## src/rtl/enc_mon_pkg.sv

```systemverilog
// package for the encoder alarm monitor: register map, field positions,
// thresholds and timing counts; assumes a 125 MHz bus clock
package enc_mon_pkg;

   // ----------------------------------------------------------------
   // register byte offsets
   // ----------------------------------------------------------------
   localparam logic [7:0] ctrl_off      = 8'h00; // encoder type select
   localparam logic [7:0] rotary_off    = 8'h04; // rotary mark spacing setting
   localparam logic [7:0] linear_off    = 8'h08; // linear mark spacing setting
   localparam logic [7:0] status_off    = 8'h0c; // alarm flags
   localparam logic [7:0] zm_count_off  = 8'h10; // increments since zero mark
   localparam logic [7:0] temp_off      = 8'h14; // last temperature sample readout (0.1 degc)
   localparam logic [7:0] serial_off    = 8'h18; // serial comm error word
   localparam logic [7:0] detail_off    = 8'h1c; // detailed internal alarm word
   localparam logic [7:0] plain_off     = 8'h20; // plain internal alarm word
   localparam logic [7:0] cd_off        = 8'h24; // track d/c level word

   // ----------------------------------------------------------------
   // reset values and field positions
   // ----------------------------------------------------------------
   localparam logic [31:0] spacing_rst  = 32'h0000_0800; // default spacing
   localparam int          ctrl_linear_bit = 0;           // 1 = linear encoder
   localparam int          st_missing_bit  = 0;
   localparam int          st_overtemp_bit = 1;
   localparam int          st_serial_bit   = 2;
   localparam int          st_detail_bit   = 3;
   localparam int          st_plain_bit    = 4;
   localparam int          st_cd_bit       = 5;
   localparam int          st_cd_ok_bit    = 6;

   // serial error word bit positions
   localparam int se_alarm_bit   = 0;
   localparam int se_idle_bit    = 1;
   localparam int se_nostart_bit = 2;
   localparam int se_crc_bit     = 3;
   localparam int se_ack_bit     = 4;
   localparam int se_mode_bit    = 5;
   localparam int se_long_bit    = 8;
   localparam int se_ovf_bit     = 9;
   localparam int se_dbl_bit     = 10;
   localparam int se_parity_bit  = 11;
   localparam int se_mono_bit    = 12;

   // ----------------------------------------------------------------
   // thresholds
   // ----------------------------------------------------------------
   localparam logic [15:0] temp_limit    = 16'd1250;   // 125.0 degc in 0.1 units
   localparam int          frame_max_len = 64;         // longest permitted frame
   localparam int          cd_nom_mv     = 500;
   localparam int          cd_nom_code   = 32'h5333;   // 500 mV peak
   localparam int          cd_low_mv     = 230;
   localparam int          cd_high_mv    = 750;
   localparam logic [15:0] cd_low_code   = 16'((cd_low_mv * cd_nom_code) / cd_nom_mv);
   localparam logic [15:0] cd_high_code  = 16'((cd_high_mv * cd_nom_code) / cd_nom_mv);

   // ----------------------------------------------------------------
   // timing
   // ----------------------------------------------------------------
   localparam int clk_mhz          = 125;
   localparam int start_timeout_ms = 50;
   localparam int start_timeout_cyc = start_timeout_ms * 1000 * clk_mhz; // 6,250,000

endpackage

```

## src/rtl/encoder_alarm_monitor.sv

```systemverilog
// encoder alarm monitor: zero-mark, temperature, serial protocol,
// internal alarm and track c/d level checks, readable over ahb-lite.
// assumes the front end hands over decoded strobes synchronous to hclk.
//
// Contract
// [RL1] missing-mark alarm beyond 1.5x spacing without mark
// [RL2] report increments since power-on or last mark
// [RL3] spacing from rotary or linear setting
// [RL4] overtemp fault above 125 degrees celsius
// [RL5] report temperature in tenths of degree
// [RL6] bit0 frame alarm, bit1 wrong idle
// [RL7] bit2 no start bit within 50 ms
// [RL8] bit3 checksum mismatch
// [RL9] bit4 request rejected, bit5 illegal mode
// [RL10] bit8 frame longer than 64 bits
// [RL11] bit9 buffer overflow, bit10 double-read error
// [RL12] bit11 parity, bit12 monoflop level error
// [RL13] detail word: page upper, causes lower
// [RL14] page zero causes bits 0 to 4
// [RL15] page one causes bits 0 to 7
// [RL16] plain alarm: bit0 fault, bit1 alarm
// [RL17] c/d word: d upper, c lower, signed
// [RL18] c/d alarm below 230 or above 750 mV
// [RL19] 500 mV peak equals 5333 hex
// [RL20] out-of-band c/d not used for start
// [RL21] distances in signed increments, four per pulse
// [RL22] clear spacing counter on mark, power-on
// [RL23] error bits held until firmware read; the detail word drops the old page's causes unread on a page change
//
// The register addresses and the AHB-Lite interface to the registers are this design's own decisions.
`timescale 1ns/1ps

module encoder_alarm_monitor #(
   parameter int start_timeout_cyc = enc_mon_pkg::start_timeout_cyc
) (
   // clock and reset
   input  wire logic        hclk,
   input  wire logic        hresetn,
   // ahb-lite slave
   input  wire logic        hsel,
   input  wire logic [31:0] haddr,
   input  wire logic [1:0]  htrans,
   input  wire logic        hwrite,
   input  wire logic [2:0]  hsize,
   input  wire logic [31:0] hwdata,
   input  wire logic        hready,
   output logic      [31:0] hrdata,
   output logic             hreadyout,
   output logic             hresp,
   // incremental tracks, one strobe per quadrature edge
   input  wire logic        inc_step,
   input  wire logic        inc_dir_neg,
   input  wire logic        zero_mark,
   // temperature sample in 0.1 degc
   input  wire logic        temp_valid,
   input  wire logic [15:0] temp_value,
   // serial protocol event strobes
   input  wire logic        ser_request,
   input  wire logic        ser_start_bit,
   input  wire logic        ser_frame_alarm,
   input  wire logic        ser_frame_fault,
   input  wire logic        ser_idle_err,
   input  wire logic        ser_crc_err,
   input  wire logic        ser_ack_err,
   input  wire logic        ser_mode_err,
   input  wire logic        ser_bit_strobe,
   input  wire logic        ser_frame_end,
   input  wire logic        ser_ovf_err,
   input  wire logic        ser_dbl_err,
   input  wire logic        ser_parity_err,
   input  wire logic        ser_mono_err,
   // encoder internal fault word
   input  wire logic        enc_word_valid,
   input  wire logic [15:0] enc_word_page,
   input  wire logic [15:0] enc_word_cause,
   // track c/d amplitude samples
   input  wire logic        cd_valid,
   input  wire logic [15:0] cd_level_c,
   input  wire logic [15:0] cd_level_d,
   // alarm outputs
   output logic             missing_zero_mark_alarm,
   output logic             evaluation_overtemp_fault,
   output logic             serial_comm_error_alarm,
   output logic             detailed_internal_alarm,
   output logic             plain_internal_alarm,
   output logic             cd_level_alarm,
   output logic             cd_start_valid
);

   // ----------------------------------------------------------------
   // ahb-lite address phase capture
   // ----------------------------------------------------------------
   logic        acc_ff;      // data phase pending
   logic        wr_ff;       // pending access is a write
   logic [7:0]  adr_ff;      // pending byte offset
   wire         addr_take = hsel & hready & htrans[1];
   wire         wr_go     = acc_ff & wr_ff;
   wire         rd_go     = acc_ff & ~wr_ff;

   // zero-wait slave, always okay
   assign hreadyout = 1'b1;
   assign hresp     = 1'b0;

   // address phase register
   always_ff @(posedge hclk or negedge hresetn) begin
      if (!hresetn) begin
         acc_ff <= 1'b0;
         wr_ff  <= 1'b0;
         adr_ff <= 8'h00;
      end else if (hready) begin
         acc_ff <= addr_take;
         wr_ff  <= hwrite;
         adr_ff <= haddr[7:0];
      end
   end

   // register write strobes
   wire wr_ctrl   = wr_go & (adr_ff == enc_mon_pkg::ctrl_off);
   wire wr_rotary = wr_go & (adr_ff == enc_mon_pkg::rotary_off);
   wire wr_linear = wr_go & (adr_ff == enc_mon_pkg::linear_off);
   // read strobes that clear sticky words
   wire rd_serial = rd_go & (adr_ff == enc_mon_pkg::serial_off);
   wire rd_detail = rd_go & (adr_ff == enc_mon_pkg::detail_off);
   wire rd_plain  = rd_go & (adr_ff == enc_mon_pkg::plain_off);

   // ----------------------------------------------------------------
   // configuration
   // ----------------------------------------------------------------
   logic        linear_ff;       // encoder type
   logic [31:0] rot_space_ff;    // rotary_mark_spacing_setting (increments)
   logic [31:0] lin_space_ff;    // linear_mark_spacing_setting (increments)

   // config registers written in the data phase
   always_ff @(posedge hclk or negedge hresetn) begin
      if (!hresetn) begin
         linear_ff    <= 1'b0;
         rot_space_ff <= enc_mon_pkg::spacing_rst;
         lin_space_ff <= enc_mon_pkg::spacing_rst;
      end else begin
         if (wr_ctrl)   linear_ff    <= hwdata[enc_mon_pkg::ctrl_linear_bit];
         if (wr_rotary) rot_space_ff <= hwdata;
         if (wr_linear) lin_space_ff <= hwdata;
      end
   end

   // ----------------------------------------------------------------
   // zero-mark monitor
   // ----------------------------------------------------------------
   wire [31:0] spacing  = linear_ff ? lin_space_ff : rot_space_ff;          // RL3
   wire [33:0] limit    = {2'b00, spacing} + {3'b000, spacing[31:1]};         // RL1
   logic [31:0] travel_ff;   // unsigned increments since mark
   logic [31:0] pos_ff;      // signed increments since mark
   wire [33:0] nxt_travel = {2'b00, travel_ff} + 34'd1;

   // counts every quadrature edge, four per pulse
   always_ff @(posedge hclk or negedge hresetn) begin
      if (!hresetn) begin
         travel_ff <= 32'h0000_0000;                                       // RL22
         pos_ff    <= 32'h0000_0000;
         missing_zero_mark_alarm <= 1'b0;
      end else if (zero_mark) begin
         travel_ff <= 32'h0000_0000;                                       // RL22
         pos_ff    <= 32'h0000_0000;
         missing_zero_mark_alarm <= 1'b0;
      end else if (inc_step) begin
         // saturate so a stuck encoder never wraps back under the limit
         if (travel_ff != 32'hffff_ffff) travel_ff <= nxt_travel[31:0];    // RL2
         pos_ff <= inc_dir_neg ? pos_ff - 32'd1 : pos_ff + 32'd1;          // RL21
         if (nxt_travel > limit) missing_zero_mark_alarm <= 1'b1;          // RL1
      end
   end

   // ----------------------------------------------------------------
   // temperature
   // ----------------------------------------------------------------
   logic [15:0] temp_ff;   // last sample in 0.1 degc

   // fault latches once set; cleared only by reset
   always_ff @(posedge hclk or negedge hresetn) begin
      if (!hresetn) begin
         temp_ff <= 16'h0000;
         evaluation_overtemp_fault <= 1'b0;
      end else if (temp_valid) begin
         temp_ff <= temp_value;                                            // RL5
         if (temp_value > enc_mon_pkg::temp_limit)
            evaluation_overtemp_fault <= 1'b1;                            // RL4
      end
   end

   // ----------------------------------------------------------------
   // serial protocol
   // ----------------------------------------------------------------
   logic [22:0] wait_ff;     // cycles since request without start bit
   logic        waiting_ff;
   logic [7:0]  flen_ff;     // bits in current frame
   logic [15:0] ser_ff;      // sticky error word
   wire nostart = waiting_ff & (wait_ff == 23'(start_timeout_cyc - 1));
   wire toolong = ser_bit_strobe & (flen_ff == 8'(enc_mon_pkg::frame_max_len));
   logic [15:0] ser_set;

   // event bits into word positions
   always_comb begin
      ser_set = 16'h0000;
      ser_set[enc_mon_pkg::se_alarm_bit]   = ser_frame_alarm;              // RL6
      ser_set[enc_mon_pkg::se_idle_bit]    = ser_idle_err;                 // RL6
      ser_set[enc_mon_pkg::se_nostart_bit] = nostart;                      // RL7
      ser_set[enc_mon_pkg::se_crc_bit]     = ser_crc_err;                  // RL8
      ser_set[enc_mon_pkg::se_ack_bit]     = ser_ack_err;                  // RL9
      ser_set[enc_mon_pkg::se_mode_bit]    = ser_mode_err;                 // RL9
      ser_set[enc_mon_pkg::se_long_bit]    = toolong;                      // RL10
      ser_set[enc_mon_pkg::se_ovf_bit]     = ser_ovf_err;                  // RL11
      ser_set[enc_mon_pkg::se_dbl_bit]     = ser_dbl_err;                  // RL11
      ser_set[enc_mon_pkg::se_parity_bit]  = ser_parity_err;               // RL12
      ser_set[enc_mon_pkg::se_mono_bit]    = ser_mono_err;                 // RL12
   end

   // start-bit watchdog; one report per request
   always_ff @(posedge hclk or negedge hresetn) begin
      if (!hresetn) begin
         waiting_ff <= 1'b0;
         wait_ff    <= 23'd0;
      end else if (ser_request) begin
         waiting_ff <= 1'b1;
         wait_ff    <= 23'd0;
      end else if (ser_start_bit || nostart) begin
         waiting_ff <= 1'b0;                                               // RL7
      end else if (waiting_ff) begin
         wait_ff <= wait_ff + 23'd1;
      end
   end

   // frame length counter saturates above the limit
   always_ff @(posedge hclk or negedge hresetn) begin
      if (!hresetn) begin
         flen_ff <= 8'd0;
      end else if (ser_frame_end || ser_start_bit) begin
         flen_ff <= 8'd0;
      end else if (ser_bit_strobe && flen_ff != 8'hff) begin
         flen_ff <= flen_ff + 8'd1;
      end
   end

   // sticky word: a new event beats the read clear
   always_ff @(posedge hclk or negedge hresetn) begin
      if (!hresetn) ser_ff <= 16'h0000;
      else          ser_ff <= (rd_serial ? 16'h0000 : ser_ff) | ser_set;   // RL23
   end
   assign serial_comm_error_alarm = |ser_ff;

   // ----------------------------------------------------------------
   // encoder internal alarms
   // ----------------------------------------------------------------
   logic [31:0] detail_ff;   // page in upper half, causes in lower
   logic [1:0]  plain_ff;    // fault, alarm bits of the position frame
   // pages zero and one keep only their documented cause bits; other pages keep all 16
   wire [15:0] cause_mask = (enc_word_page == 16'h0000) ? 16'h001f :      // RL14
                            (enc_word_page == 16'h0001) ? 16'h00ff :      // RL15
                                                          16'hffff;
   wire [15:0] cause_in   = enc_word_cause & cause_mask;

   // detail word latches newest page, keeps its causes until read or a page change
   always_ff @(posedge hclk or negedge hresetn) begin
      if (!hresetn) begin
         detail_ff <= 32'h0000_0000;
      end else if (enc_word_valid && cause_in != 16'h0000) begin
         // a page change drops the old page's causes; same page accumulates
         if (enc_word_page != detail_ff[31:16] || rd_detail)
            detail_ff <= {enc_word_page, cause_in};                        // RL13
         else
            detail_ff <= {enc_word_page, detail_ff[15:0] | cause_in};
      end else if (rd_detail) begin
         detail_ff <= 32'h0000_0000;
      end
   end
   assign detailed_internal_alarm = |detail_ff[15:0];

   // plain word, set wins over read clear
   always_ff @(posedge hclk or negedge hresetn) begin
      if (!hresetn) plain_ff <= 2'b00;
      else plain_ff <= (rd_plain ? 2'b00 : plain_ff)
                       | {ser_frame_alarm, ser_frame_fault};              // RL16
   end
   assign plain_internal_alarm = |plain_ff;

   // ----------------------------------------------------------------
   // track c/d level
   // ----------------------------------------------------------------
   logic [31:0] cd_ff;       // d upper, c lower
   wire [15:0] abs_c = cd_level_c[15] ? 16'(-cd_level_c) : cd_level_c;
   wire [15:0] abs_d = cd_level_d[15] ? 16'(-cd_level_d) : cd_level_d;
   wire c_bad = (abs_c < enc_mon_pkg::cd_low_code) |
                (abs_c > enc_mon_pkg::cd_high_code);                       // RL19
   wire d_bad = (abs_d < enc_mon_pkg::cd_low_code) |
                (abs_d > enc_mon_pkg::cd_high_code);
   wire cd_bad = c_bad | d_bad;

   // latest sample and band check
   always_ff @(posedge hclk or negedge hresetn) begin
      if (!hresetn) begin
         cd_ff          <= 32'h0000_0000;
         cd_level_alarm <= 1'b0;
         cd_start_valid <= 1'b0;
      end else if (cd_valid) begin
         cd_ff          <= {cd_level_d, cd_level_c};                      // RL17
         cd_level_alarm <= cd_bad;                                        // RL18
         cd_start_valid <= ~cd_bad;                                       // RL20
      end
   end

   // ----------------------------------------------------------------
   // read mux
   // ----------------------------------------------------------------
   wire [31:0] status = {25'd0, cd_start_valid, cd_level_alarm, plain_internal_alarm,
                         detailed_internal_alarm, serial_comm_error_alarm,
                         evaluation_overtemp_fault, missing_zero_mark_alarm};
   logic [31:0] rd_word;

   always_comb begin
      unique case (adr_ff)
         enc_mon_pkg::ctrl_off:     rd_word = {31'd0, linear_ff};
         enc_mon_pkg::rotary_off:   rd_word = rot_space_ff;
         enc_mon_pkg::linear_off:   rd_word = lin_space_ff;
         enc_mon_pkg::status_off:   rd_word = status;
         enc_mon_pkg::zm_count_off: rd_word = pos_ff;                     // RL21
         enc_mon_pkg::temp_off:     rd_word = {16'd0, temp_ff};            // RL5
         enc_mon_pkg::serial_off:   rd_word = {16'd0, ser_ff};
         enc_mon_pkg::detail_off:   rd_word = detail_ff;
         enc_mon_pkg::plain_off:    rd_word = {30'd0, plain_ff};
         enc_mon_pkg::cd_off:       rd_word = cd_ff;
         default:                   rd_word = 32'h0000_0000;
      endcase
   end
   assign hrdata = rd_go ? rd_word : 32'h0000_0000;

   // ----------------------------------------------------------------
   // assertions
   // ----------------------------------------------------------------
   a_mark_clears: assert property (@(posedge hclk) disable iff (!hresetn) // RL22
      zero_mark |=> (travel_ff == 32'd0 && !missing_zero_mark_alarm))
      else $error("zero mark did not clear counter");
   a_missing_cause: assert property (@(posedge hclk) disable iff (!hresetn) // RL1
      $rose(missing_zero_mark_alarm) |-> $past(inc_step) && travel_ff > limit[31:0] - 1)
      else $error("missing mark alarm without excess travel");
   a_temp_fault: assert property (@(posedge hclk) disable iff (!hresetn) // RL4
      temp_valid && temp_value > 16'd1250 |=> evaluation_overtemp_fault)
      else $error("overtemp not raised");
   a_temp_quiet: assert property (@(posedge hclk) disable iff (!hresetn) // RL4
      $rose(evaluation_overtemp_fault) |-> $past(temp_value) > 16'd1250)
      else $error("overtemp raised below limit");
   a_crc_sticky: assert property (@(posedge hclk) disable iff (!hresetn) // RL8
      ser_crc_err |=> ser_ff[3] ##1 (ser_ff[3] || $past(rd_serial)))
      else $error("crc bit lost");
   a_nostart_time: assert property (@(posedge hclk) disable iff (!hresetn) // RL7
      $rose(ser_ff[2]) |-> $past(wait_ff) == 23'(start_timeout_cyc - 1))
      else $error("start timeout at wrong time");
   a_long_frame: assert property (@(posedge hclk) disable iff (!hresetn) // RL10
      ser_bit_strobe && flen_ff == 8'd64 |=> ser_ff[8])
      else $error("long frame not flagged");
   a_cd_band: assert property (@(posedge hclk) disable iff (!hresetn) // RL18
      cd_valid && cd_level_c == 16'h5333 && cd_level_d == 16'haccd |=> !cd_level_alarm)
      else $error("nominal level flagged");
   a_cd_start: assert property (@(posedge hclk) disable iff (!hresetn) // RL20
      cd_start_valid |-> !cd_level_alarm)
      else $error("out of band level usable for start");
   a_plain_bits: assert property (@(posedge hclk) disable iff (!hresetn) // RL16
      ser_frame_fault |=> plain_ff[0])
      else $error("plain fault bit missing");

   c_missing: cover property (@(posedge hclk) $rose(missing_zero_mark_alarm));
   c_nostart: cover property (@(posedge hclk) $rose(ser_ff[2]));
   c_cd_low:  cover property (@(posedge hclk) $rose(cd_level_alarm));
   c_read_clr: cover property (@(posedge hclk) rd_serial && ser_ff != 16'h0);

endmodule

```

## config.mk

```make
export PLATFORM = sky130hd
export DESIGN_NAME = encoder_alarm_monitor
export DESIGN_NICKNAME = d
export VERILOG_FILES = /design/src/rtl/enc_mon_pkg.sv /design/src/rtl/encoder_alarm_monitor.sv
export SDC_FILE = /design/constraint.sdc
export NUM_CORES = 1
export LEC_CHECK = 0
export BUFFER_PORTS_ARGS = -buffer_cell sky130_fd_sc_hd__buf_2
export CORE_MARGIN = 2
export CORE_UTILIZATION = 47
export CTS_CLUSTER_SIZE = 20
export DETAILED_ROUTE_END_ITERATION = 16
export PLACE_DENSITY = 0.78
export SYNTH_ARGS = -nofsm -noshare
export SYNTH_HDL_FRONTEND = slang
export SYNTH_SLANG_ARGS = --single-unit
```

## constraint.sdc

```tcl
create_clock -name hclk -period 12.1 [get_ports hclk]
set_input_delay 1.815 -clock hclk [delete_from_list [all_inputs] [get_ports hclk]]
set_output_delay 1.815 -clock hclk [all_outputs]
set_load 0.01 [all_outputs]
```

---- After elaboration in Yosys (flattened, before gate mapping) ----
Cells that the tools add are included.
cells by class
  multiplexer cells ....................... 28
  bitwise gates (word level) .............. 21
  eq/ne operators ......................... 16
  add/subtract/negate cells ............... 8
  reduce and logical (&&, ||, !) cells .... 22
  magnitude comparators ................... 6
operators with widths
  cell                                                                               count
  32-bit two-way mux                                                                 10
  32-bit one-hot mux with 10 select lines                                            1
  16-bit two-way mux                                                                 6
  23-bit two-way mux                                                                 3
  32-bit by 1-bit adder with 33-bit output, second input constant                    1
  32-bit by 31-bit adder with 33-bit output                                          1
  33-bit greater-than comparator                                                     1
  32-bit by 1-bit adder with 32-bit output, second input constant                    1
  8-bit by 5-bit == test with 1-bit output, second input constant                    4
  16-bit by 15-bit greater-than comparator with 1-bit output, second input constant  2
  16-bit by 14-bit less-than comparator with 1-bit output, second input constant     2
  32-bit inequality test, second input constant                                      1
  16-bit negator                                                                     2
  16-bit OR reduction                                                                2
  32-bit by 1-bit subtractor with 32-bit output, second input constant               1
  23-bit by 1-bit adder with 23-bit output, second input constant                    1
  23-bit == test, second input constant                                              1
  16-bit bitwise AND                                                                 1
  16-bit by 1-bit == test with 1-bit output, second input constant                   1
  8-bit by 4-bit == test with 1-bit output, second input constant                    2
  8-bit by 6-bit == test with 1-bit output, second input constant                    2
  16-bit by 11-bit greater-than comparator with 1-bit output, second input constant  1
  16-bit zero test                                                                   1
  8-bit two-way mux                                                                  2
  other kinds (21)                                                                   51
storage, ports and cells
  logic and storage cells ................. 121
  bits in registers ....................... 273
  output and inout bits ................... 41

---- Longest topological paths before layout ----
Gate-level depths: netlist of the first run.
  word-level depth ........................ 7
  depth in mapped cells ................... 23
  depth with buffers taken out ............ 21

---- Least setup slack after synthesis of the first run ----
OpenSTA, ideal clock, no wires.
  path type ............................... register -> register
  start point ............................. register linear_ff
  end point ............................... register missing_zero_mark_alarm
  buffers on the path ..................... 2
  data arrival time ....................... 4.411 ns
  cell stages (with the launch flop) ...... 22
  period minus slack after synthesis ...... 4.546 ns
  setup slack ............................. 7.554 ns
  cells stage by stage .................... dfrtp_1 -> clkbuf_1 -> clkbuf_1 -> mux2_2 -> fa_1 -> a21oi_1 -> nand4b_1 -> a21oi_1 -> a31oi_1 -> o21a_1 -> o21bai_1 -> a21oi_1 -> xor2_1 -> ha_1 -> a21o_1 -> a21o_1 -> a21oi_1 -> o21ai_0 -> a221o_1 -> o21a_1 -> o211ai_1 -> a21oi_1
between the ends
  longest elaborated chain between the ends .. 5
ends and longest elaborated chain
  what                                       line                          RTL
  start: declaration                         encoder_alarm_monitor.sv:129  logic linear_ff;
  start signal: assignment                   encoder_alarm_monitor.sv:140  if (wr_ctrl) linear_ff <= hwdata[enc_mon_pkg::ctrl_linear_bit];
  32-bit two-way mux                         encoder_alarm_monitor.sv:149  wire [31:0] spacing = linear_ff ? lin_space_ff : rot_space_ff;
  32-bit by 31-bit adder with 33-bit output  encoder_alarm_monitor.sv:150  wire [33:0] limit = {2'b00, spacing} + {3'b000, spacing[31:1]};
  33-bit greater-than comparator             encoder_alarm_monitor.sv:169  if (nxt_travel > limit) missing_zero_mark_alarm <= 1'b1;
  2-bit nonzero test (no source line)        n/a
  2-bit AND reduction (no source line)       n/a
  end signal: assignment                     encoder_alarm_monitor.sv:160  missing_zero_mark_alarm <= 1'b0;
  end signal: assignment                     encoder_alarm_monitor.sv:164  missing_zero_mark_alarm <= 1'b0;
  end signal: assignment                     encoder_alarm_monitor.sv:169
  end: declaration                           encoder_alarm_monitor.sv:81   output logic missing_zero_mark_alarm,
No other way between the ends.
A chain may end at the register's enable or synchronous reset.

---- Final worst setup path of the first run ----
Ends and elaborated chain as after synthesis.

==> results of run 1 <==
[stage by stage]
| step | utilization | setup slack, ns | area, sq um |
|---|---|---|---|
| after floorplan | - | 7.55 | 17600 |
| after global placement | 0.514 | 6.89 | 18900 |
| after detailed placement | 0.514 | 6.83 | 18900 |
| after CTS | 0.541 | 6.89 | 19900 |
| after global routing | 0.541 | 6.44 | 19900 |
| final | 0.541 | 6.82 | 19900 |
[sequential cells by signal (all words and copies together) (netlist names), 2 cells and up]
register      flops
wait_ff          23
cd_ff            32
temp_ff          16
adr_ff            8
travel_ff        32
ser_ff           11
flen_ff           8
plain_ff          2
detail_ff        32
rot_space_ff     32
lin_space_ff     32
pos_ff           32
[how the worst min path moves through the flow]
stage | startpoint | to | slack (ns) | cells past startpoint
CTS | plain_ff[0] | plain_ff[0] | 0.51 | 1
finish | cd_ff[0] | cd_ff[0] | 0.51 | 1
global route | plain_ff[0] | plain_ff[0] | 0.54 | 1
global placement | plain_ff[1] | plain_ff[1] | 0.48 | 1
floorplan | plain_ff[1] | plain_ff[1] | 0.46 | 1
detailed placement | plain_ff[0] | plain_ff[0] | 0.50 | 1
[worst max-delay path, delay by kind of cell, from the launching register on]
kind / cells / cell delay [ns]
AO/OA/AOI/OAI: 14 / 3.02
XOR/XNOR: 1 / 0.17
adder cells (fa/ha/maj): 2 / 0.57
buffers and inverters: 1 / 0.46
flip-flops: 1 / 0.32
multiplexers: 1 / 0.45
AND/OR/NAND/NOR: 2 / 0.13
[cell type report]
class | count | area, sq um | share of cell area
Timing Repair Buffer | 196 | 1020 | 0.0514
Multi-Input combinational cell | 1427 | 10500 | 0.527
Tap cell | 468 | 586 | 0.0295
Sequential cell | 268 | 6710 | 0.338
Clock inverter | 13 | 214 | 0.0108
Inverter | 25 | 93.8 | 0.00472
Clock buffer | 38 | 778 | 0.0392
[cell usage in the layout, fill, tap and decap left out, types with 22 or more instances in the layout]
cell type	n
buf_2	183
mux2i_1	26
a31oi_1	30
nand2b_1	22
mux2_2	155
dfrtp_1	266
nand2_1	121
nand3_1	43
nor2_1	152
ha_1	101
xor2_1	95
a21o_1	58
nand4_1	33
or3_1	22
a22oi_1	50
xnor2_1	57
nor4_1	25
o21ai_0	80
nor3_1	22
clkbuf_16	28
a21oi_1	97
inv_1	25
a222oi_1	23
[logic make-up after synthesis]
group | synth area share
simple gates | 0.151
compound gates | 0.178
flops | 0.382
mux | 0.114
xor+xnor | 0.0758
buf+inv | 0.0236
fa+ha+maj | 0.0748
other cells | 0.000427
[per-layer routing]
layer / track usage / wire length [um] / up-vias
met5: 0 / 50 / -
met4: 0.101 / 2070 / 8
met3: 0.0538 / 4210 / 140
met2: 0.416 / 22900 / 654
met1: 0.342 / 21300 / 7379
li1: - / - / 7003
[power by group]
| group | switching, mW | total [mW] | leakage, nW | internal, mW |
|---|---|---|---|---|
| logic | 0.265 | 0.466 | 5.13 | 0.201 |
| clock network | 0.372 | 0.931 | 0.480 | 0.559 |
| registers | 0.0649 | 1.02 | 3.38 | 0.955 |
| total | 0.701 | 2.42 | 8.99 | 1.72 |
==> flow_summary.ini, run 1 <==
[synthesis]
syn-cell-area_sq_um = 17600
ys_seq_elements = 268
syn_inst = 1800
synth_edf_count = 0
synth_warnings = 0
yosys-top-cells-count = dfrtp_1 (266), nor2_1 (157), mux2_2 (155)
synth.distinct_cells = 85
synthArstFlopShare = 1.00
ys.flop_type = dfrtp_1
yosys.area.top_type = dfrtp_1
yosysSeqAreaShare = 0.382
ys_top_cells_by_area = dfrtp_1 (38%), mux2_2 (9.9%), ha_1 (7.2%), xor2_1 (4.7%), nor2_1 (3.4%)
synth_top_area_frac = 0.379
syn-mean-instance-area_sq_um = 9.76
synth_most_common_cell = dfrtp_1
syn_nets = 2077

[clocking]
numCtsBuffers = 28
worstSkewPairLatency_ns = 0.57
cts_resized = 0
root_buffer = clkbuf_16
ctsHoldBuffers = 0
clk_pin_slew_ns = 0.07
clockBufferDepth = 3
cts_tree = done
cts.sink_count = 268
cts_setup_buffers = 0
htreeDepth = 1

[layout]
fillerInstances = 3150
finalNetCount = 2223
area_delta_synth_final_pct = 13.1
drive_above_1_share = 0.221
fin_cells = 2435
diodes = 0

[die]
rows = 70
core_sq_um = 36700
ios = 215
start_util = 0.479
die_w_um = 197
design.die.area_sq_um = 38900
dieHeight_um = 197

[global_routing]
grt_remaining_overflow = 0
grt_pass1_wl_mm = 80.3
grt.total_usage = 0.258
grt_max_degree = 136
first_global_vias = 15100
antenna_found_initial = 4

[route]
drtIter0Drc = 1239
viasPerCell = 6.24
wl_mm = 50.5
ant_nets = 0
drt_first_pass_iters = 7
drcViolationCount = 0
vias = 15200
post_drt_wl_per_cell_um = 20.7

[setup_path]
rrSetupSlack_ns = 6.82
endpoint_kind = flip-flop
cp_cell_sequence = buf_4 -> mux2_2 -> ha_1 -> a21o_1 -> a21oi_1 -> o21ai_0 -> a211oi_1 -> a31oi_1 -> a21oi_1 -> o311ai_0 -> a21oi_1 -> xor2_1 -> ha_1 -> a21oi_1 -> nor2b_1 -> o21ai_0 -> nand2b_1 -> a21oi_1 -> o21ai_0 -> o211ai_1 -> a21oi_1
r2r-end = missing_zero_mark_alarm
crit_path_max_fanout = 34
slowest_delay_ns = 0.46
critPathArrivalTime_ns = 5.69
reg2reg_from = linear_ff
critPathLaunch = linear_ff
crit_end = missing_zero_mark_alarm
required_ns = 12.51
cp_slowest_cell = buf_4
startpoint_type = flip-flop
ff2ff_path_depth = 21
cp_common_cell = a21oi_1
path_class = flip-flop to flip-flop

[sta]
final_max_slew_viol_count = 0
finalCriticalPeriod_ns = 5.28
rsz0062_at_grt = false
maxSlewHeadroom = 0.101
finalHoldViolCount = 0
fmax_mhz = 189
period_share = 0.437
worst_pin_slew_ns = 1.34
hold-worst-slack_ns = 0.511
tns_ns = 0
setup_violations = 0
clock_skew_ns = 0.0204

[worst_hold_path]
hp-class = flip-flop to flip-flop

[placed_design]
port_buffers = 184
gp_congestion = 0.926
hpwl_mm = 37.1
place_inst = 2384

[run]
cap_violations = 0

[power]
powerDensity_nw_per_um2 = 122
ir_worst_vdd_uv = 102
leakagePower_nw = 8.99
post-layout-total-power_mw = 2.42

[outcome]
status = finished, final reports clean
No activity file was read; power rests on OpenSTA's default activity.
==> run 2, diff against run 1 <==
--- a/config.mk
+++ b/config.mk
@@ -10,7 +10,7 @@
 export CORE_UTILIZATION = 47
 export CTS_CLUSTER_SIZE = 20
 export DETAILED_ROUTE_END_ITERATION = 16
-export PLACE_DENSITY = 0.78
+export PLACE_DENSITY = 0.8
 export SYNTH_ARGS = -nofsm -noshare
 export SYNTH_HDL_FRONTEND = slang
 export SYNTH_SLANG_ARGS = --single-unit
==> constraint.sdc (replaced) <==
create_clock -name hclk -period 4.71 [get_ports hclk]
set_input_delay 0.7065 -clock hclk [delete_from_list [all_inputs] [get_ports hclk]]
set_output_delay 0.7065 -clock hclk [all_outputs]
set_load 0.01 [all_outputs]
==> run 2 against run 1 <==
Clock skew increased by 0.0068 ns. Sequential power rose to 2.6 times the previous value. Fmax grew 17%. Clock power grew to 2.5 times the previous value. Hold slack worse by 0.34 ns. Final cell count up 1.4%. Routed wire length is 1.1% higher. Clock-buffer cell count increased by 1. First-iteration DRC count grew 33%. Die area did not move. Via count up 1.7%. Non-clock buffer count is 32 higher. Largest cell class unchanged. Largest power group unchanged.
==> flow_summary.ini, run 2 (synthesis gave the netlist of run 1 again) <==
[setup_path]
required_ns = 5.13
slowest_delay_ns = 0.50
crit_family = compound AO/OA/AOI/OAI gates
endpoint_kind = flip-flop
cp_slowest_cell = dfrtp_2
cp_common_cell = a21oi_1
critPathArrivalTime_ns = 4.94
crit_path_max_fanout = 6
critPathBufInv = 0
path_class = flip-flop to flip-flop
startpoint_type = flip-flop
cp_cell_sequence = mux2_4 -> ha_1 -> fa_2 -> a21oi_2 -> nand4b_1 -> a21oi_2 -> a31oi_2 -> o21a_1 -> o21bai_1 -> a21oi_1 -> xor2_1 -> ha_1 -> a21o_1 -> a21o_1 -> a21oi_1 -> o21ai_1 -> a221o_1 -> o21a_1 -> o211ai_1 -> a21oi_1

[power]
ir_worst_vdd_uv = 316
sw_frac_of_total = 0.297
p_clk_frac = 0.379
power.internal_mw = 4.38
net-switching-power_mw = 1.85
combPwrFrac = 0.200
leakagePower_nw = 9.18
p_seq_frac = 0.421
powerDensity_nw_per_um2 = 308

[layout]
final_common_cell = dfrtp_1
diodes = 0
drive_above_1_share = 0.245
finalNetCount = 2256
fin_cells = 2470
fillerInstances = 3128
area_delta_synth_final_pct = 15.2
layout_common_cells = dfrtp_1 (265), buf_2 (183), nor2_1 (152), mux2_2 (152), nand2_1 (121)

[clocking]
root_buffer = clkbuf_16
htreeDepth = 1
clk_pin_slew_ns = 0.06
worstSkewPairLatency_ns = 0.58
clockBufferDepth = 3
cts.sink_count = 268
cts_tree = done
numCtsBuffers = 29
ctsHoldBuffers = 0

[placed_design]
port_buffers = 184
place_inst = 2411
gp_congestion = 0.980
hpwl_mm = 37.8

[route]
drtIter0Drc = 1647
drcViolationCount = 0
drt_first_pass_iters = 9
post_drt_wl_per_cell_um = 20.7
wl_mm = 51.0
viasPerCell = 6.25
vias = 15400
ant_nets = 0

[run]
cap_violations = 0

[sta]
fmax_mhz = 221
worst_pin_slew_ns = 1.16
setup_violations = 0
period_share = 0.961
finalHoldViolCount = 0
finalCriticalPeriod_ns = 4.53
hold-worst-slack_ns = 0.167
clock_skew_ns = 0.0272
final_max_slew_viol_count = 0
maxSlewHeadroom = 0.228

[global_routing]
grt_pass1_wl_mm = 81.0
grt_remaining_overflow = 0
antenna_found_initial = 1
grt.total_usage = 0.260
grt_max_degree = 113
first_global_vias = 15100

[die]
dieHeight_um = 197
start_util = 0.479
ios = 215
die_w_um = 197
design.die.area_sq_um = 38900
rows = 70
core_sq_um = 36700

[worst_hold_path]
hp-class = input port to asynchronous set/reset pin

[outcome]
status = finished, final reports clean
run 2: changes by cell type in the layout (fill, tap and decap cells not counted), moves of 3 or more:
cell	delta
a21oi_1	-8
a21oi_2	+8
buf_4	+29
clkinv_2	+4
clkinv_4	+3
mux2_2	-3
mux2_4	+3
o21ai_0	-7
o21ai_1	+5
run 2: power groups by stage:
stage,Sequential [mW],Combinational [mW],Clock [mW]
3_3_place_gp,2.65,1.16,0
6_report,2.63,1.25,2.36
2_1_floorplan,2.58,0.845,0
3_5_place_dp,2.66,1.20,0
4_1_cts,2.62,1.21,2.38
5_1_grt,2.64,1.39,2.47
run 2: cell type report:
cell class              instances  area, sq um  share of cell area
multi-input cells            1427        10600               0.523
flip-flops and latches        268         6710               0.331
repair buffers                228         1290              0.0639
clock buffers                  39          813              0.0402
well taps                     468          586              0.0289
clock inverters                15          168             0.00828
inverters                      25         93.8             0.00464
run 2: layer usage:
metal  GRT usage  vias to the layer above  share of wire
li1            -                     7071              -
met1       0.347                     7527           0.42
met2       0.418                      699           0.46
met3      0.0521                      144          0.086
met4      0.0991                        2          0.040
met5           0                        -        0.00027
run 2: worst paths after layout:
| kind | startpoint | to | slack (ns) | cells past startpoint |
|---|---|---|---|---|
| worst max-delay path | linear_ff | missing_zero_mark_alarm | 0.18 | 20 |
| worst min-delay path | hresetn | flen_ff[1] | 0.17 | 1 |
| worst max register to register | linear_ff | missing_zero_mark_alarm | 0.18 | 20 |
| worst min register to register | cd_ff[20] | cd_ff[20] | 0.52 | 1 |
| max in group asynchronous | hresetn | cd_ff[16] | 3.29 | 2 |
| min in group hclk | ser_crc_err | ser_ff[3] | 0.32 | 2 |
run 2: what timing repair did:
action / in CTS / in global routing
pin swaps: 0 / 9
resized for setup: 3 / 35
setup buffers: 0 / 5
setup endpoints to repair: 1 / 1
run 2: metrics by stage:
step	setup TNS [ns]	utilization	total power, mW	cell area, sq um	setup slack [ns]
after global placement	0	0.520	3.81	19100	0.0344
final	0	0.552	6.23	20200	0.183
after detailed placement	-0.00959	0.520	3.86	19100	-0.00959
after CTS	0	0.547	6.22	20100	0.0180
after floorplan	0	-	3.42	17600	0.164
after global routing	-0.0715	0.552	6.49	20200	-0.0715
run 2: worst reg2reg max path, cell delays in order, from the launching register on:
cell      delay, ns
dfrtp_2        0.50
mux2_4         0.35
ha_1           0.23
fa_2           0.36
a21oi_2        0.17
nand4b_1       0.19
a21oi_2        0.10
a31oi_2        0.24
o21a_1         0.21
o21bai_1       0.08
a21oi_1        0.17
xor2_1         0.17
ha_1           0.26
a21o_1         0.19
a21o_1         0.17
a21oi_1        0.14
o21ai_1        0.09
a221o_1        0.34
o21a_1         0.17
o211ai_1       0.15
a21oi_1        0.08
==> run 3, diff against run 2 <==
--- a/config.mk
+++ b/config.mk
@@ -7,10 +7,10 @@
 export LEC_CHECK = 0
 export BUFFER_PORTS_ARGS = -buffer_cell sky130_fd_sc_hd__buf_2
 export CORE_MARGIN = 2
-export CORE_UTILIZATION = 47
+export CORE_UTILIZATION = 54
 export CTS_CLUSTER_SIZE = 20
 export DETAILED_ROUTE_END_ITERATION = 16
-export PLACE_DENSITY = 0.8
+export PLACE_DENSITY = 0.89
 export SYNTH_ARGS = -nofsm -noshare
 export SYNTH_HDL_FRONTEND = slang
 export SYNTH_SLANG_ARGS = --single-unit
==> run 3 against run 2 <==
The flow now finishes with violations (negative setup slack). Final cell count is 0.97% lower. Die area shrank 13%. Global-route usage increased by 4.8 points. Clock-buffer cell count shrank 5.
==> flow_summary.ini, run 3 (synthesis gave the netlist of run 1 again) <==
[outcome]
status = complete, but fails checks
violations = negative setup slack

[sta]
period_share = 1.01
worst_pin_slew_ns = 1.21
maxSlewHeadroom = 0.191
clock_skew_ns = 0.0166
setup_violations = 1
fmax_mhz = 211
finalHoldViolCount = 0
finalCriticalPeriod_ns = 4.74
setup_ws_ns = -0.0328
final_max_slew_viol_count = 0

[route]
post_drt_wl_per_cell_um = 22.0
drcViolationCount = 0
drtIter0Drc = 1828
wl_mm = 53.9
vias = 16100
drt_first_pass_iters = 10
ant_nets = 0
viasPerCell = 6.59

[global_routing]
grt_remaining_overflow = 0
grt.total_usage = 0.308
first_global_vias = 15800
antenna_found_initial = 2
grt_max_degree = 134
grt_pass1_wl_mm = 83.2

[clocking]
worstSkewPairLatency_ns = 0.55
cts_tree = done
ctsHoldBuffers = 0
numCtsBuffers = 29
clk_pin_slew_ns = 0.06
cts.sink_count = 268
htreeDepth = 1
root_buffer = clkbuf_16
clockBufferDepth = 3

[placed_design]
dp_slack_ns = -0.0354
placed_area_sq_um = 19100
gp_congestion = 0.966
hpwl_mm = 38.1
port_buffers = 184

[die]
start_util = 0.544
dieHeight_um = 184
ios = 215
design.die.area_sq_um = 34000
die_w_um = 184
rows = 66
core_sq_um = 32300

[layout]
fillerInstances = 2452
finalNetCount = 2259
layout_common_cells = dfrtp_1 (265), buf_2 (183), mux2_2 (152)
final_common_cell = dfrtp_1
drive_above_1_share = 0.250
area_delta_synth_final_pct = 15.6
fin_area_sq_um = 20300

[setup_path]
slowest_delay_ns = 0.49
required_ns = 5.09
cp_slowest_cell = dfrtp_2
endpoint_kind = flip-flop
startpoint_type = flip-flop
critPathArrivalTime_ns = 5.12
path_class = flip-flop to flip-flop
crit_family = compound AO/OA/AOI/OAI gates
crit_path_max_fanout = 6
critPathBufInv = 0
cp_common_cell = a21oi_1
cp_cell_sequence = mux2_4 -> ha_1 -> fa_2 -> a21oi_2 -> nand4b_1 -> a21oi_2 -> a31oi_2 -> o21a_1 -> o21bai_1 -> a21oi_1 -> xor2_1 -> ha_1 -> a21o_1 -> a21o_1 -> a21oi_1 -> o21ai_0 -> a221o_1 -> o21a_1 -> o211ai_1 -> a21oi_1

[power]
leakagePower_nw = 9.25
post-layout-total-power_mw = 6.41
ir_worst_vdd_uv = 263
powerDensity_nw_per_um2 = 315

[run]
cap_violations = 0

[worst_hold_path]
hp-class = input port to asynchronous set/reset pin
[run 3: changes by cell type in the layout (fill, tap and decap cells not counted), moves of 3 or more]
cell / before / now
buf_6: 0 / 3
clkbuf_1: 5 / 1
bufinv_16: 3 / 6
o21ai_1: 9 / 6
[run 3: final timing paths]
check / startpoint / end / slack [ns] / depth (start not counted)
setup / recovery: linear_ff / missing_zero_mark_alarm / -0.03 / 20
setup reg to reg: linear_ff / missing_zero_mark_alarm / -0.03 / 20
hold reg to reg: plain_ff[0] / plain_ff[0] / 0.50 / 1
hold / removal: hresetn / wait_ff[2] / 0.25 / 1
max in group asynchronous: hresetn / linear_ff / 3.33 / 2
min in group hclk: ser_ovf_err / ser_ff[9] / 0.33 / 2
[run 3: through the flow]
| step | cells | TNS (ns) | hold slack, ns | util |
|---|---|---|---|---|
| 3_3_place_gp | 2387 | 0 | 0.483 | 0.591 |
| 3_5_place_dp | 2387 | -0.0354 | 0.496 | 0.591 |
| 5_1_grt | 2446 | -0.158 | 0.330 | 0.629 |
| 2_1_floorplan | 1800 | 0 | 0.411 | - |
| 6_report | 2446 | -0.0328 | 0.247 | 0.629 |
| 4_1_cts | 2439 | 0 | 0.319 | 0.623 |
[run 3: repair_timing]
| item | CTS | global route |
|---|---|---|
| resized for setup | 2 | 39 |
| pin swaps | 1 | 10 |
| buffers inserted | 1 | 6 |
| endpoints found under the setup margin | 1 | 1 |
[run 3: layout make-up]
type / count / area, sq um / share of cell area
tap: 442 / 553 / 0.0272
antenna: 2 / 5.00 / 0.000246
timing repair buffer: 231 / 1310 / 0.0644
sequential: 268 / 6710 / 0.330
clock inverter: 17 / 254 / 0.0125
clock buffer: 34 / 785 / 0.0386
inverter: 25 / 93.8 / 0.00462
multi-input combinational: 1427 / 10600 / 0.522
[run 3: report_power, final]
part	total, mW	switching (mW)	internal (mW)
clock	2.50	0.982	1.52
sequential	2.63	0.174	2.45
combinational	1.28	0.728	0.555
total	6.41	1.88	4.52
[run 3: per-layer routing]
layer / share of wire / GRT usage / up-vias
met5: 0 / 0 / -
met4: 0.054 / 0.141 / 0
met1: 0.38 / 0.389 / 7824
met3: 0.10 / 0.0654 / 232
met2: 0.46 / 0.507 / 979
li1: - / - / 7076
[run 3: worst reg2reg max path, cell delays in order, from the launching register on]
cell and delay [ns]:
dfrtp_2 0.49, mux2_4 0.35, ha_1 0.24, fa_2 0.38, a21oi_2 0.21, nand4b_1 0.19, a21oi_2 0.11, a31oi_2 0.25
o21a_1 0.20, o21bai_1 0.07, a21oi_1 0.22, xor2_1 0.22, ha_1 0.28, a21o_1 0.18, a21o_1 0.17, a21oi_1 0.13
o21ai_0 0.11, a221o_1 0.36, o21a_1 0.17, o211ai_1 0.15, a21oi_1 0.09
